===== src/hw/rtcf_pkg.sv =====
package rtcf_pkg;

	// ********************************
	// clock and time-outs
	// ********************************
	localparam int RTCF_CLK_HZ     = 125_000_000;
	localparam int RTCF_POWER_UP_TIMER_MS    = 72;
	localparam int RTCF_PLL_MS     = 2;
	localparam int RTCF_OST_TOSC   = 1024;
	localparam int RTCF_POWER_UP_TIMER_CYC   = RTCF_POWER_UP_TIMER_MS * (RTCF_CLK_HZ / 1000);
	localparam int RTCF_PLL_CYC    = RTCF_PLL_MS * (RTCF_CLK_HZ / 1000);
	localparam int RTCF_OST_CYC    = RTCF_OST_TOSC;
	localparam int RTCF_CNT_W      = 24;

	// ********************************
	// register map
	// ********************************
	localparam logic [1:0] RTCF_OFS_RESET_CAUSE_CONTROL  = 2'h0;
	localparam logic [1:0] RTCF_OFS_STACK = 2'h1;
	localparam logic [1:0] RTCF_OFS_SEQ   = 2'h2;

	localparam int RTCF_B_INTERRUPT_PRIORITY_ENABLE = 7;
	localparam int RTCF_B_RI   = 4;
	localparam int RTCF_B_TO   = 3;
	localparam int RTCF_B_PD   = 2;
	localparam int RTCF_B_POR  = 1;
	localparam int RTCF_B_BOR  = 0;
	localparam int RTCF_B_OVF  = 1;
	localparam int RTCF_B_UNF  = 0;

	localparam logic [7:0] RTCF_RESET_CAUSE_CONTROL_RST   = 8'h9D & 8'h1F;
	localparam logic [7:0] RTCF_RESET_CAUSE_CONTROL_WMASK = 8'h9F;
	localparam logic [1:0] RTCF_STACK_RST  = 2'h0;

	// ********************************
	// program counter values
	// ********************************
	localparam int         RTCF_PC_W   = 21;
	localparam int         RTCF_SP_W   = 5;
	localparam logic [20:0] RTCF_PC_RST = 21'h000000;
	localparam logic [20:0] RTCF_VEC_HI = 21'h000008;
	localparam logic [20:0] RTCF_VEC_LO = 21'h000018;
	localparam logic [20:0] RTCF_PC_STEP = 21'h000002;
	localparam logic [4:0]  RTCF_SP_STEP = 5'h01;

	localparam int RTCF_CAN_COPIES = 5;

	// ********************************
	// modes and states
	// ********************************
	typedef enum logic [2:0] {
		RTCF_OSC_LP   = 3'h0,
		RTCF_OSC_XT   = 3'h1,
		RTCF_OSC_HS   = 3'h2,
		RTCF_OSC_EC   = 3'h3,
		RTCF_OSC_EXT_CLOCK_WITH_IO_MODE = 3'h4,
		RTCF_OSC_RC   = 3'h5,
		RTCF_OSC_RESISTOR_CAP_WITH_IO_MODE = 3'h6
	} rtcf_osc_e;

	typedef enum logic [5:0] {
		RTCF_ST_DET  = 6'h01,
		RTCF_ST_POWER_UP_TIMER = 6'h02,
		RTCF_ST_OST  = 6'h04,
		RTCF_ST_PLL  = 6'h08,
		RTCF_ST_MASTER_CLEAR_PIN = 6'h10,
		RTCF_ST_RUN  = 6'h20
	} rtcf_st_e;

endpackage


===== src/hw/rtcf_top.sv =====
// Notes on behaviour
// - power-on delay, then power-up timer, then start-up timer
// - RC mode, timer disabled: no time-out except after brown-out
// - time-outs run from power-on; pin release starts
// - power-up timer 72 ms, enabled or brown-out
// - crystal modes wait 1024 periods, PLL adds 2 ms in HS only
// - HS with PLL adds 2 ms lock wait
// - wake or switch: start-up and PLL only
// - cause register 8 bits, bits 6:5 unused
// - power-on: PC 0, flags 11100, stack kept
// - brown-out: PC 0, flags 111u0
// - pin reset in run: PC 0, flags kept
// - reset instruction: PC 0, clear its flag
// - overflow reset: PC 0, overflow flag set
// - underrun reset: PC 0, underrun flag set
// - sleep pin, watchdog reset, watchdog wake flags
// - interrupt wake: PC+2 or vector 08h/18h
// - vectored wake pushes PC, bumps pointer
// - every reset sets all directions input
// - port A bit 6 only in IO modes
// - CAN status reset reaches every mirror copy
//
// The placing of the registers and the address-and-strobe port were chosen for this implementation.
`timescale 1ns/1ns
module rtcf_top
	import rtcf_pkg::*;
#(
	parameter int POWER_UP_TIMER_CYC = RTCF_POWER_UP_TIMER_CYC,
	parameter int PLL_CYC  = RTCF_PLL_CYC,
	parameter int OST_CYC  = RTCF_OST_CYC
) (
	// clock, reset, enable
	input  wire logic                 CLK_SYS,
	input  wire logic                 RST_B,
	input  wire logic                 CE,
	// detectors and pin
	input  wire logic                 POR_DETECT,
	input  wire logic                 BOR_DETECT,
	input  wire logic                 MASTER_CLEAR_PIN_B,
	// core events
	input  wire logic                 SLEEP_ACTIVE,
	input  wire logic                 WATCHDOG_EXPIRE,
	input  wire logic                 IRQ_WAKE,
	input  wire logic                 IRQ_HIGH_PRIO,
	input  wire logic                 RESET_INSTR,
	input  wire logic                 STACK_OVERFLOW,
	input  wire logic                 STACK_UNDERRUN,
	input  wire logic                 OSC_SWITCH,
	// configuration
	input  wire logic [2:0]           OSC_MODE,
	input  wire logic                 PLL_ENABLE,
	input  wire logic                 POWER_UP_TIMER_DISABLE_CFG,
	input  wire logic                 HIGH_PRIO_GLOBAL_IRQ_ENABLE,
	input  wire logic                 LOW_PRIO_GLOBAL_IRQ_ENABLE,
	// core state
	input  wire logic [RTCF_PC_W-1:0] PC_CURRENT,
	input  wire logic [RTCF_SP_W-1:0] STACK_POINTER_CUR,
	// register port
	input  wire logic [1:0]           REG_ADDR,
	input  wire logic [7:0]           REG_WDATA,
	input  wire logic                 REG_WR,
	input  wire logic                 REG_RD,
	output logic      [7:0]           REG_RDATA,
	// core control
	output logic                      CORE_RESET,
	output logic                      CORE_HOLD,
	output logic                      PC_LOAD,
	output logic      [RTCF_PC_W-1:0] PC_VALUE,
	output logic                      TOS_WRITE,
	output logic      [4:0]           TOP_OF_STACK_UPPER,
	output logic      [7:0]           TOP_OF_STACK_HIGH,
	output logic      [7:0]           TOP_OF_STACK_LOW,
	output logic                      STACK_POINTER_WRITE,
	output logic      [RTCF_SP_W-1:0] STACK_POINTER_NEXT,
	// reset side effects
	output logic                      DIRECTION_SET_ALL,
	output logic                      PORT_A_BIT6_EN,
	output logic [RTCF_CAN_COPIES-1:0] CAN_STATUS_RESET,
	output logic                      INTERRUPT_PRIORITY_ENABLE
);

	// ********************************
	// checks and state
	// ********************************
	if (POWER_UP_TIMER_CYC < 1 || POWER_UP_TIMER_CYC >= (1 << RTCF_CNT_W) ||
	    PLL_CYC < 1 || PLL_CYC >= (1 << RTCF_CNT_W) ||
	    OST_CYC < 1 || OST_CYC >= (1 << RTCF_CNT_W)) begin : g_bad
		$error("rtcf_top: time-out count out of range");
	end

	typedef struct packed {
		logic                  por_s1;
		logic                  por_s2;
		logic                  bor_s1;
		logic                  bor_s2;
		logic                  master_clear_pin_s1;
		logic                  master_clear_pin_s2;
		rtcf_st_e              st;
		logic [RTCF_CNT_W-1:0] cnt;
		logic                  wake;
		logic                  bor_seq;
		logic [7:0]            reset_cause_control;
		logic [1:0]            stk;
		logic                  pc_load;
		logic [RTCF_PC_W-1:0]  pc;
		logic                  tos_we;
		logic [RTCF_PC_W-1:0]  tos;
		logic                  sp_we;
		logic [RTCF_SP_W-1:0]  sp;
		logic                  tris_set;
		logic [7:0]            rdata;
	} rtcf_state_s;

	localparam rtcf_state_s RST_Q = '{
		st: RTCF_ST_DET, reset_cause_control: RTCF_RESET_CAUSE_CONTROL_RST, stk: RTCF_STACK_RST,
		pc: RTCF_PC_RST, default: '0};

	rtcf_state_s q;
	rtcf_state_s next_q;
	logic        xtal;
	logic        pll_on;
	logic        need_power_up_timer;
	rtcf_st_e    fin;
	rtcf_st_e    s;

	// ********************************
	// time-out chain
	// ********************************
	// first applicable stage after cur, else dst
	function automatic rtcf_st_e step(rtcf_st_e cur, logic pw,
		logic xt, logic pl, rtcf_st_e dst);
		rtcf_st_e r;
		r = dst;
		if (cur == RTCF_ST_DET && pw)
			r = RTCF_ST_POWER_UP_TIMER;
		else if ((cur == RTCF_ST_DET || cur == RTCF_ST_POWER_UP_TIMER) && xt)
			r = RTCF_ST_OST;
		else if (cur != RTCF_ST_PLL && pl)
			r = RTCF_ST_PLL;
		return r;
	endfunction

	function automatic logic [RTCF_CNT_W-1:0] load(rtcf_st_e st);
		logic [RTCF_CNT_W-1:0] r;
		case (st)
			RTCF_ST_POWER_UP_TIMER: r = RTCF_CNT_W'(POWER_UP_TIMER_CYC - 1);
			RTCF_ST_OST:  r = RTCF_CNT_W'(OST_CYC - 1);
			RTCF_ST_PLL:  r = RTCF_CNT_W'(PLL_CYC - 1);
			default:      r = '0;
		endcase
		return r;
	endfunction

	always_comb begin
		xtal = OSC_MODE == RTCF_OSC_HS || OSC_MODE == RTCF_OSC_XT ||
		       OSC_MODE == RTCF_OSC_LP;
		pll_on = PLL_ENABLE && OSC_MODE == RTCF_OSC_HS;
		need_power_up_timer = q.bor_seq || !POWER_UP_TIMER_DISABLE_CFG;
		fin = q.wake ? RTCF_ST_RUN : RTCF_ST_MASTER_CLEAR_PIN;
		s = step(q.st, need_power_up_timer, xtal, pll_on, fin);
	end

	// ********************************
	// next state
	// ********************************
	always_comb begin
		next_q = q;
		next_q.por_s1 = POR_DETECT;
		next_q.por_s2 = q.por_s1;
		next_q.bor_s1 = BOR_DETECT;
		next_q.bor_s2 = q.bor_s1;
		next_q.master_clear_pin_s1 = MASTER_CLEAR_PIN_B;
		next_q.master_clear_pin_s2 = q.master_clear_pin_s1;
		next_q.pc_load = 1'b0;
		next_q.tos_we = 1'b0;
		next_q.sp_we = 1'b0;
		next_q.tris_set = 1'b0;
		next_q.rdata = 8'h00;
		if (REG_RD) begin
			case (REG_ADDR)
				RTCF_OFS_RESET_CAUSE_CONTROL:  next_q.rdata = q.reset_cause_control;
				RTCF_OFS_STACK: next_q.rdata = {6'h00, q.stk};
				RTCF_OFS_SEQ:   next_q.rdata = {q.wake, 1'b0, q.st};
				default:        next_q.rdata = 8'h00;
			endcase
		end
		if (REG_WR && REG_ADDR == RTCF_OFS_RESET_CAUSE_CONTROL)
			next_q.reset_cause_control = REG_WDATA & RTCF_RESET_CAUSE_CONTROL_WMASK;
		if (REG_WR && REG_ADDR == RTCF_OFS_STACK)
			next_q.stk = REG_WDATA[1:0];
		// hardware events below override a write
		if (q.por_s2) begin
			next_q.st = RTCF_ST_DET;
			next_q.reset_cause_control[4:0] = 5'h1C;
			next_q.bor_seq = 1'b0;
			next_q.wake = 1'b0;
			next_q.pc = RTCF_PC_RST;
			next_q.pc_load = 1'b1;
			next_q.tris_set = 1'b1;
		end else if (q.bor_s2) begin
			next_q.st = RTCF_ST_DET;
			next_q.reset_cause_control[RTCF_B_RI] = 1'b1;
			next_q.reset_cause_control[RTCF_B_TO] = 1'b1;
			next_q.reset_cause_control[RTCF_B_PD] = 1'b1;
			next_q.reset_cause_control[RTCF_B_BOR] = 1'b0;
			next_q.bor_seq = 1'b1;
			next_q.wake = 1'b0;
			next_q.pc = RTCF_PC_RST;
			next_q.pc_load = 1'b1;
			next_q.tris_set = 1'b1;
		end else begin
			case (q.st)
				RTCF_ST_DET: begin
					next_q.st = s;
					next_q.cnt = load(s);
				end
				RTCF_ST_POWER_UP_TIMER, RTCF_ST_OST, RTCF_ST_PLL: begin
					if (q.cnt == '0) begin
						next_q.st = s;
						next_q.cnt = load(s);
						if (s == RTCF_ST_RUN)
							next_q.wake = 1'b0;
					end else begin
						next_q.cnt = q.cnt - 1'b1;
					end
				end
				RTCF_ST_MASTER_CLEAR_PIN: begin
					if (q.master_clear_pin_s2) begin
						next_q.st = RTCF_ST_RUN;
						next_q.bor_seq = 1'b0;
					end
				end
				RTCF_ST_RUN: begin
					// wake flag only lives through a wait
					next_q.wake = 1'b0;
					if (!q.master_clear_pin_s2) begin
						next_q.st = RTCF_ST_MASTER_CLEAR_PIN;
						next_q.pc = RTCF_PC_RST;
						next_q.pc_load = 1'b1;
						next_q.tris_set = 1'b1;
						if (SLEEP_ACTIVE) begin
							next_q.reset_cause_control[RTCF_B_TO] = 1'b1;
							next_q.reset_cause_control[RTCF_B_PD] = 1'b0;
						end
					end else if (WATCHDOG_EXPIRE && SLEEP_ACTIVE) begin
						next_q.reset_cause_control[RTCF_B_TO] = 1'b0;
						next_q.reset_cause_control[RTCF_B_PD] = 1'b0;
						next_q.pc = PC_CURRENT + RTCF_PC_STEP;
						next_q.pc_load = 1'b1;
						next_q.wake = 1'b1;
						next_q.st = step(RTCF_ST_DET, 1'b0, xtal, pll_on,
							RTCF_ST_RUN);
						next_q.cnt = load(next_q.st);
					end else if (WATCHDOG_EXPIRE) begin
						next_q.reset_cause_control[RTCF_B_TO] = 1'b0;
						next_q.reset_cause_control[RTCF_B_PD] = 1'b1;
						next_q.st = RTCF_ST_MASTER_CLEAR_PIN;
						next_q.pc = RTCF_PC_RST;
						next_q.pc_load = 1'b1;
						next_q.tris_set = 1'b1;
					end else if (IRQ_WAKE && SLEEP_ACTIVE) begin
						next_q.reset_cause_control[RTCF_B_TO] = 1'b1;
						next_q.reset_cause_control[RTCF_B_PD] = 1'b0;
						next_q.pc_load = 1'b1;
						next_q.pc = PC_CURRENT + RTCF_PC_STEP;
						if (HIGH_PRIO_GLOBAL_IRQ_ENABLE ||
						    LOW_PRIO_GLOBAL_IRQ_ENABLE) begin
							next_q.pc = IRQ_HIGH_PRIO ? RTCF_VEC_HI
								: RTCF_VEC_LO;
							next_q.tos = PC_CURRENT;
							next_q.tos_we = 1'b1;
							next_q.sp = STACK_POINTER_CUR + RTCF_SP_STEP;
							next_q.sp_we = 1'b1;
						end
						next_q.wake = 1'b1;
						next_q.st = step(RTCF_ST_DET, 1'b0, xtal, pll_on,
							RTCF_ST_RUN);
						next_q.cnt = load(next_q.st);
					end else if (STACK_OVERFLOW) begin
						next_q.stk[RTCF_B_OVF] = 1'b1;
						next_q.st = RTCF_ST_MASTER_CLEAR_PIN;
						next_q.pc = RTCF_PC_RST;
						next_q.pc_load = 1'b1;
						next_q.tris_set = 1'b1;
					end else if (STACK_UNDERRUN) begin
						next_q.stk[RTCF_B_UNF] = 1'b1;
						next_q.st = RTCF_ST_MASTER_CLEAR_PIN;
						next_q.pc = RTCF_PC_RST;
						next_q.pc_load = 1'b1;
						next_q.tris_set = 1'b1;
					end else if (RESET_INSTR) begin
						next_q.reset_cause_control[RTCF_B_RI] = 1'b0;
						next_q.st = RTCF_ST_MASTER_CLEAR_PIN;
						next_q.pc = RTCF_PC_RST;
						next_q.pc_load = 1'b1;
						next_q.tris_set = 1'b1;
					end else if (OSC_SWITCH) begin
						next_q.wake = 1'b1;
						next_q.st = step(RTCF_ST_DET, 1'b0, xtal, pll_on,
							RTCF_ST_RUN);
						next_q.cnt = load(next_q.st);
					end
				end
				default: next_q.st = RTCF_ST_DET;
			endcase
		end
	end

	always_ff @(posedge CLK_SYS) begin
		if (!RST_B)
			q <= RST_Q;
		else if (CE)
			q <= next_q;
	end

	// ********************************
	// outputs
	// ********************************
	assign REG_RDATA = q.rdata;
	assign CORE_HOLD = q.st != RTCF_ST_RUN;
	assign CORE_RESET = q.st != RTCF_ST_RUN && !q.wake;
	assign PC_LOAD = q.pc_load;
	assign PC_VALUE = q.pc;
	assign TOS_WRITE = q.tos_we;
	assign TOP_OF_STACK_UPPER = q.tos[20:16];
	assign TOP_OF_STACK_HIGH = q.tos[15:8];
	assign TOP_OF_STACK_LOW = q.tos[7:0];
	assign STACK_POINTER_WRITE = q.sp_we;
	assign STACK_POINTER_NEXT = q.sp;
	assign DIRECTION_SET_ALL = q.tris_set;
	assign PORT_A_BIT6_EN = OSC_MODE == RTCF_OSC_EXT_CLOCK_WITH_IO_MODE ||
		OSC_MODE == RTCF_OSC_RESISTOR_CAP_WITH_IO_MODE;
	assign CAN_STATUS_RESET = {RTCF_CAN_COPIES{q.tris_set}};
	assign INTERRUPT_PRIORITY_ENABLE = q.reset_cause_control[RTCF_B_INTERRUPT_PRIORITY_ENABLE];
endmodule // rtcf_top


===== config.mk =====
export PLATFORM = sky130hd
export DESIGN_NAME = rtcf_top
export DESIGN_NICKNAME = d
export VERILOG_FILES = /design/src/hw/rtcf_pkg.sv /design/src/hw/rtcf_top.sv
export SDC_FILE = /design/constraint.sdc
export NUM_CORES = 1
export LEC_CHECK = 0
export BUFFER_PORTS_ARGS = -buffer_cell sky130_fd_sc_hd__buf_2
export CAP_MARGIN = 15
export CORE_MARGIN = 2
export CORE_UTILIZATION = 56
export DETAILED_ROUTE_END_ITERATION = 12
export PLACE_DENSITY = 0.84
export SYNTH_ARGS = -nofsm -noshare
export SYNTH_HDL_FRONTEND = slang
export SYNTH_SLANG_ARGS = --single-unit
export TNS_END_PERCENT = 5

===== constraint.sdc =====
create_clock -name CLK_SYS -period 2.8 [get_ports CLK_SYS]
set_input_delay 0.42 -clock CLK_SYS [delete_from_list [all_inputs] [get_ports CLK_SYS]]
set_output_delay 0.42 -clock CLK_SYS [all_outputs]
set_load 0.01 [all_outputs]

Word level (Yosys, flattened, before mapping)
Index checks and enable logic that the tools add are counted.
{ "totals": {"ff_bits": 105, "inputBits": 59, "output_inout_bits": 68, "elab_cells": 232} }
{ "op_classes": {"addsub": 3, "eq_ne": 38, "muxes": 127, "bitwise": 4, "reduce_logical": 37} }
{ "op_table": {"columns": ["op", "n"], "rows": [
  ["31-bit 2-to-1 mux", 13],
  ["24-bit case mux with 3 select lines", 5],
  ["6-bit 2-to-1 mux", 38],
  ["22-bit 2-to-1 mux", 9],
  ["28-bit 2-to-1 mux", 5],
  ["25-bit 2-to-1 mux", 5],
  ["53-bit 2-to-1 mux", 1],
  ["49-bit 2-to-1 mux", 1],
  ["6-bit by 2-bit == test with 1-bit output, second input constant", 5],
  ["6-bit by 3-bit == test with 1-bit output, second input constant", 5],
  ["6-bit by 4-bit == test with 1-bit output, second input constant", 5],
  ["29-bit 2-to-1 mux", 1],
  ["2-bit 2-to-1 mux", 14],
  ["1-bit 2-to-1 mux", 25],
  ["24-bit logical NOT", 1],
  ["24-bit 2-to-1 mux", 1],
  ["4-bit != test, second input constant", 6],
  ["6-bit case mux with 4 select lines", 1],
  ["8-bit case mux with 3 select lines", 1],
  ["24-bit by 1-bit subtractor with 24-bit output, second input constant", 1],
  ["21-bit by 2-bit adder with 21-bit output, second input constant", 1],
  ["3-bit nonzero test", 5],
  ["6-bit == test, second input constant", 2],
  ["6-bit != test, second input constant", 2],
  ["other kinds (31)", 56]
]} }

Depth between registers and ports, before layout
{ "logic_depth": {"ltp_word": 38, "mapped_depth": 8, "depth_no_buf": 7} }

Worst setup path before layout
Ideal clock, no wire load.
{ "synth_path": {"kind": "input-to-reg", "startpoint": "input port CE", "endpoint": "register q[89] (netlist bit)", "setup_time_ps": 117, "arrival_ps": 1883, "required_time_ps": 2683, "path_slack_ps": 799, "path_stages": 7, "path_buffers": 2, "cell_sequence": "or3b_2 -> clkbuf_1 -> a21oi_1 -> a21o_1 -> buf_2 -> o211ai_1 -> a32o_1"} }
{ "synth_between": {"elab_chain_cells": 1} }
{ "synth_rtl": {"columns": ["element", "line", "text"], "rows": [
  ["start: declaration", "rtcf_top.sv:35", "input wire logic CE,"],
  ["10-bit AND reduction (no source line)", null, null],
  ["end signal: assignment", "rtcf_top.sv:313", "q <= next_q;"],
  ["end: declaration", "rtcf_top.sv:118", "rtcf_state_s q;"]
]} }
No other way between the ends.
A chain may end at the register's enable or synchronous reset.

Final worst setup path
{ "layout_path": {"startpoint": "register q[88] (netlist bit)", "endpoint": "register q[77] (netlist bit)"} }
{ "layout_between": {"elab_chain_cells": 3} }
{ "layout_rtl": {"columns": ["element", "line", "text"], "rows": [
  ["24-bit logical NOT", "rtcf_top.sv:218", "if (q.cnt == '0) begin"],
  ["24-bit 2-to-1 mux", "rtcf_top.sv:218", null],
  ["24-bit case mux with 3 select lines", "rtcf_top.sv:212", "case (q.st)"]
]} }
No other way between the ends.

==> impl_metrics.tcl <==
set metrics [dict create \
    status "finished clean" \
    worst_setup_path_start_kind "flip-flop" \
    rows 38 \
    ctsHoldBuffers 0 \
    fin_skew_ns 0.00935 \
    fin_cells 948 \
    drt-met1-wl_um 7200 \
    timing.hold.ws_ns 0.282 \
    syn-instance-count 759 \
    hp-class "in2reg" \
    rsz0062_at_grt "no" \
    path_cells "nor4_1, nand4_1, o31ai_1, a21oi_1, o221a_2" \
    required_ns 3.04 \
    met2_length_um 8220 \
    viasPerCell 6.25 \
    dr.pass1.iters 6 \
    period_minus_slack_ns 2.53 \
    path_buf_inv 0 \
    cts_max_level 3 \
    final_max_slew_viol_count 0 \
    routabilityCongestion 1.00 \
    pre_cts_ws_ns 0.389 \
    cts_made_buffers 9 \
    drc 0 \
    yosysTopAreaCellShare 0.326 \
    n_antenna_cell 0 \
    critical_path_class "reg2reg" \
    core-area_sq_um 10900 \
    grt_max_degree 38 \
    crit_fanout 8 \
    max_freq_ghz 0.395 \
    routed_wl_um 17300 \
    wl_met3_um 1500 \
    start_util 0.578 \
    tightest_slew_ns 0.792 \
    dp_hpwl_um 12700 \
    grt_usage 0.287 \
    io_buffers 123 \
    synth_area_sq_um 6320 \
    setup_violations 0 \
    clk_latency_ns 0.35 \
    ys_warn_count 0 \
    top_layer_used "met4" \
    cts.sinks 103 \
    clkTransAtPathRegs_ns 0.07 \
    dieWidth_um 110 \
    via_count 5929 \
    fin_nets 867 \
    die-area_sq_um 12200 \
    finalSetupTns_ns 0 \
    synth_top_flop_cell "dfxtp_1" \
    syn_avg_cell_area_sq_um 8.33 \
    p_per_area_nw_per_um2 607 \
    synth-seq-cells 103 \
    max_stage_delay_ns 0.80 \
    fin_ws_ns 0.271 \
    clockBufferDepth 2 \
    ys_seq_area_frac 0.326 \
    drive_gt1_frac 0.243 \
    synthesis.nets 822 \
    grt-ovfl-total 0 \
    cts_root_buffer "clkbuf_16" \
    p_leak_nw 2.76 \
    cts_tree "built" \
    regToRegSetupSlack_ns 0.27 \
    cts_resized 0 \
    synth_cell_type_count 87 \
    grt_antenna_before_repair 0 \
    async_reset_ff_frac 0 \
    area_growth_pct 9.66 \
    ant_nets 0 \
    drt-initial-drc-count 524 \
    synth_edf_count 0 \
    grt_pass1_vias 5685 \
    synth.largest_area_cell "dfxtp_1" \
    slowest_stage "o31ai_1" \
    die_h_um 110 \
    io_pins 127 \
    finalCritPeriodShare 0.903 \
    endpoint_kind "flip-flop" \
    drv_cap 0 \
    avgRoutedWirePerCell_um 18.2 \
    fin_util 0.634 \
    crit_arrival_ns 2.77 \
    path_delay_family "compound AO/OA/AOI/OAI gates" \
    yosys-top-cells-area "dfxtp_1 (33%), buf_4 (7.4%), a21oi_1 (4.5%)" \
    hold_violations 0 \
    max-vdd-ir-drop_v 0.000652 \
    place_inst 933 \
    grt_pass1_wl_um 27500 \
    slew_headroom 0.468 \
    post_cts_buffers 0 \
]
==> logic make-up (layout without fill, tap and decap cells) <==
family,after synthesis,in the layout,share of synthesized area
AO/OA/AOI/OAI,206,206,0.246
XOR/XNOR,31,31,0.0430
adder cells (fa/ha/maj),4,4,0.00792
buffers and inverters,120,169,0.111
flip-flops,103,103,0.326
multiplexers,18,18,0.0287
other,1,1,0.000593
AND/OR/NAND/NOR,276,276,0.236
==> state kept, by name, indices dropped and copies added (netlist names) <==
register and cells:
PC_LOAD 1, INTERRUPT_PRIORITY_ENABLE 1, next_q 3, STACK_POINTER_WRITE 1, REG_RDATA 7, q 42
DIRECTION_SET_ALL 1, TOP_OF_STACK_LOW 8, TOP_OF_STACK_UPPER 5, PC_VALUE 21, TOP_OF_STACK_HIGH 8, STACK_POINTER_NEXT 5
==> cell type report <==
type / instances / area (sq um)
repair buffers: 140 / 756
fillers: 955 / 4010
multi-input cells: 536 / 3560
clock buffers: 10 / 239
inverters: 14 / 52.6
clock inverters: 5 / 86.3
well taps: 140 / 175
flip-flops and latches: 103 / 2060
==> stage by stage <==
| step | area (sq um) | power, mW |
|---|---|---|
| final | 6930 | 4.21 |
| after floorplan | 6320 | 2.48 |
| after global placement | 6610 | 2.76 |
| after detailed placement | 6610 | 2.81 |
| after global routing | 6930 | 4.38 |
| after CTS | 6930 | 4.20 |
==> cell usage after synthesis, drive strengths merged, types with 5 or more instances <==
cell / count
o211ai: 12
mux2i: 17
nand3: 31
a211oi: 14
nand4: 19
o221a: 10
and2: 9
nor2b: 8
nor3: 22
and4: 5
a32o: 8
o21a: 14
nand2b: 5
o2bb2ai: 9
o21ai: 21
clkbuf: 28
a21oi: 58
xnor2: 10
xor2: 21
buf: 78
nor2: 58
a31oi: 7
nor4b: 6
a21boi: 12
or4: 7
dfxtp: 103
a31o: 5
nor4: 11
nand2: 75
inv: 14
and3: 5
==> metal layers <==
| metal | vias to the layer above | global-route usage |
|---|---|---|
| met5 | - | 0 |
| met1 | 2813 | 0.365 |
| met3 | 34 | 0.0829 |
| met2 | 281 | 0.474 |
| met4 | 0 | 0.0857 |
| li1 | 2801 | - |
==> power breakdown <==
part	internal, mW	switching (mW)	leakage, nW
sequential	1.53	0.109	0.835
combinational	0.443	0.730	1.76
clock	0.813	0.581	0.160
total	2.79	1.42	2.76
==> final timing paths <==
kind	to	depth (start not counted)	from
setup reg to reg	q[77]$_SDFFE_PN0P_	5	q[88]$_SDFFE_PN0P_
setup / recovery	q[77]$_SDFFE_PN0P_	5	q[88]$_SDFFE_PN0P_
hold / removal	STACK_POINTER_NEXT[0]$_SDFFE_PN0P_	2	STACK_POINTER_CUR[0]
hold reg to reg	TOP_OF_STACK_LOW[4]$_SDFFE_PN0P_	2	TOP_OF_STACK_LOW[4]$_SDFFE_PN0P_
==> cell usage in the layout (no fill, tap or decap), types with 7 or more instances in the layout <==
master	Yosys	layout
buf_2	10	123
dfxtp_1	103	103
nand2_1	75	75
nor2_1	57	57
a21oi_1	57	57
nand3_1	29	29
nor3_1	22	21
xor2_1	21	21
o21ai_0	19	19
nand4_1	18	18
mux2i_1	17	17
buf_4	62	16
o21a_1	14	14
inv_1	13	12
a21boi_0	12	12
a211oi_1	11	11
o211ai_1	10	10
xnor2_1	10	10
o2bb2ai_1	9	9
clkbuf_16	0	9
nor2b_1	8	8
a32o_1	8	8
or4_1	7	7
and2_1	7	7
nor4_1	7	7
a31oi_1	7	7
o221a_1	7	7
No activity file was read; power rests on OpenSTA's default activity.
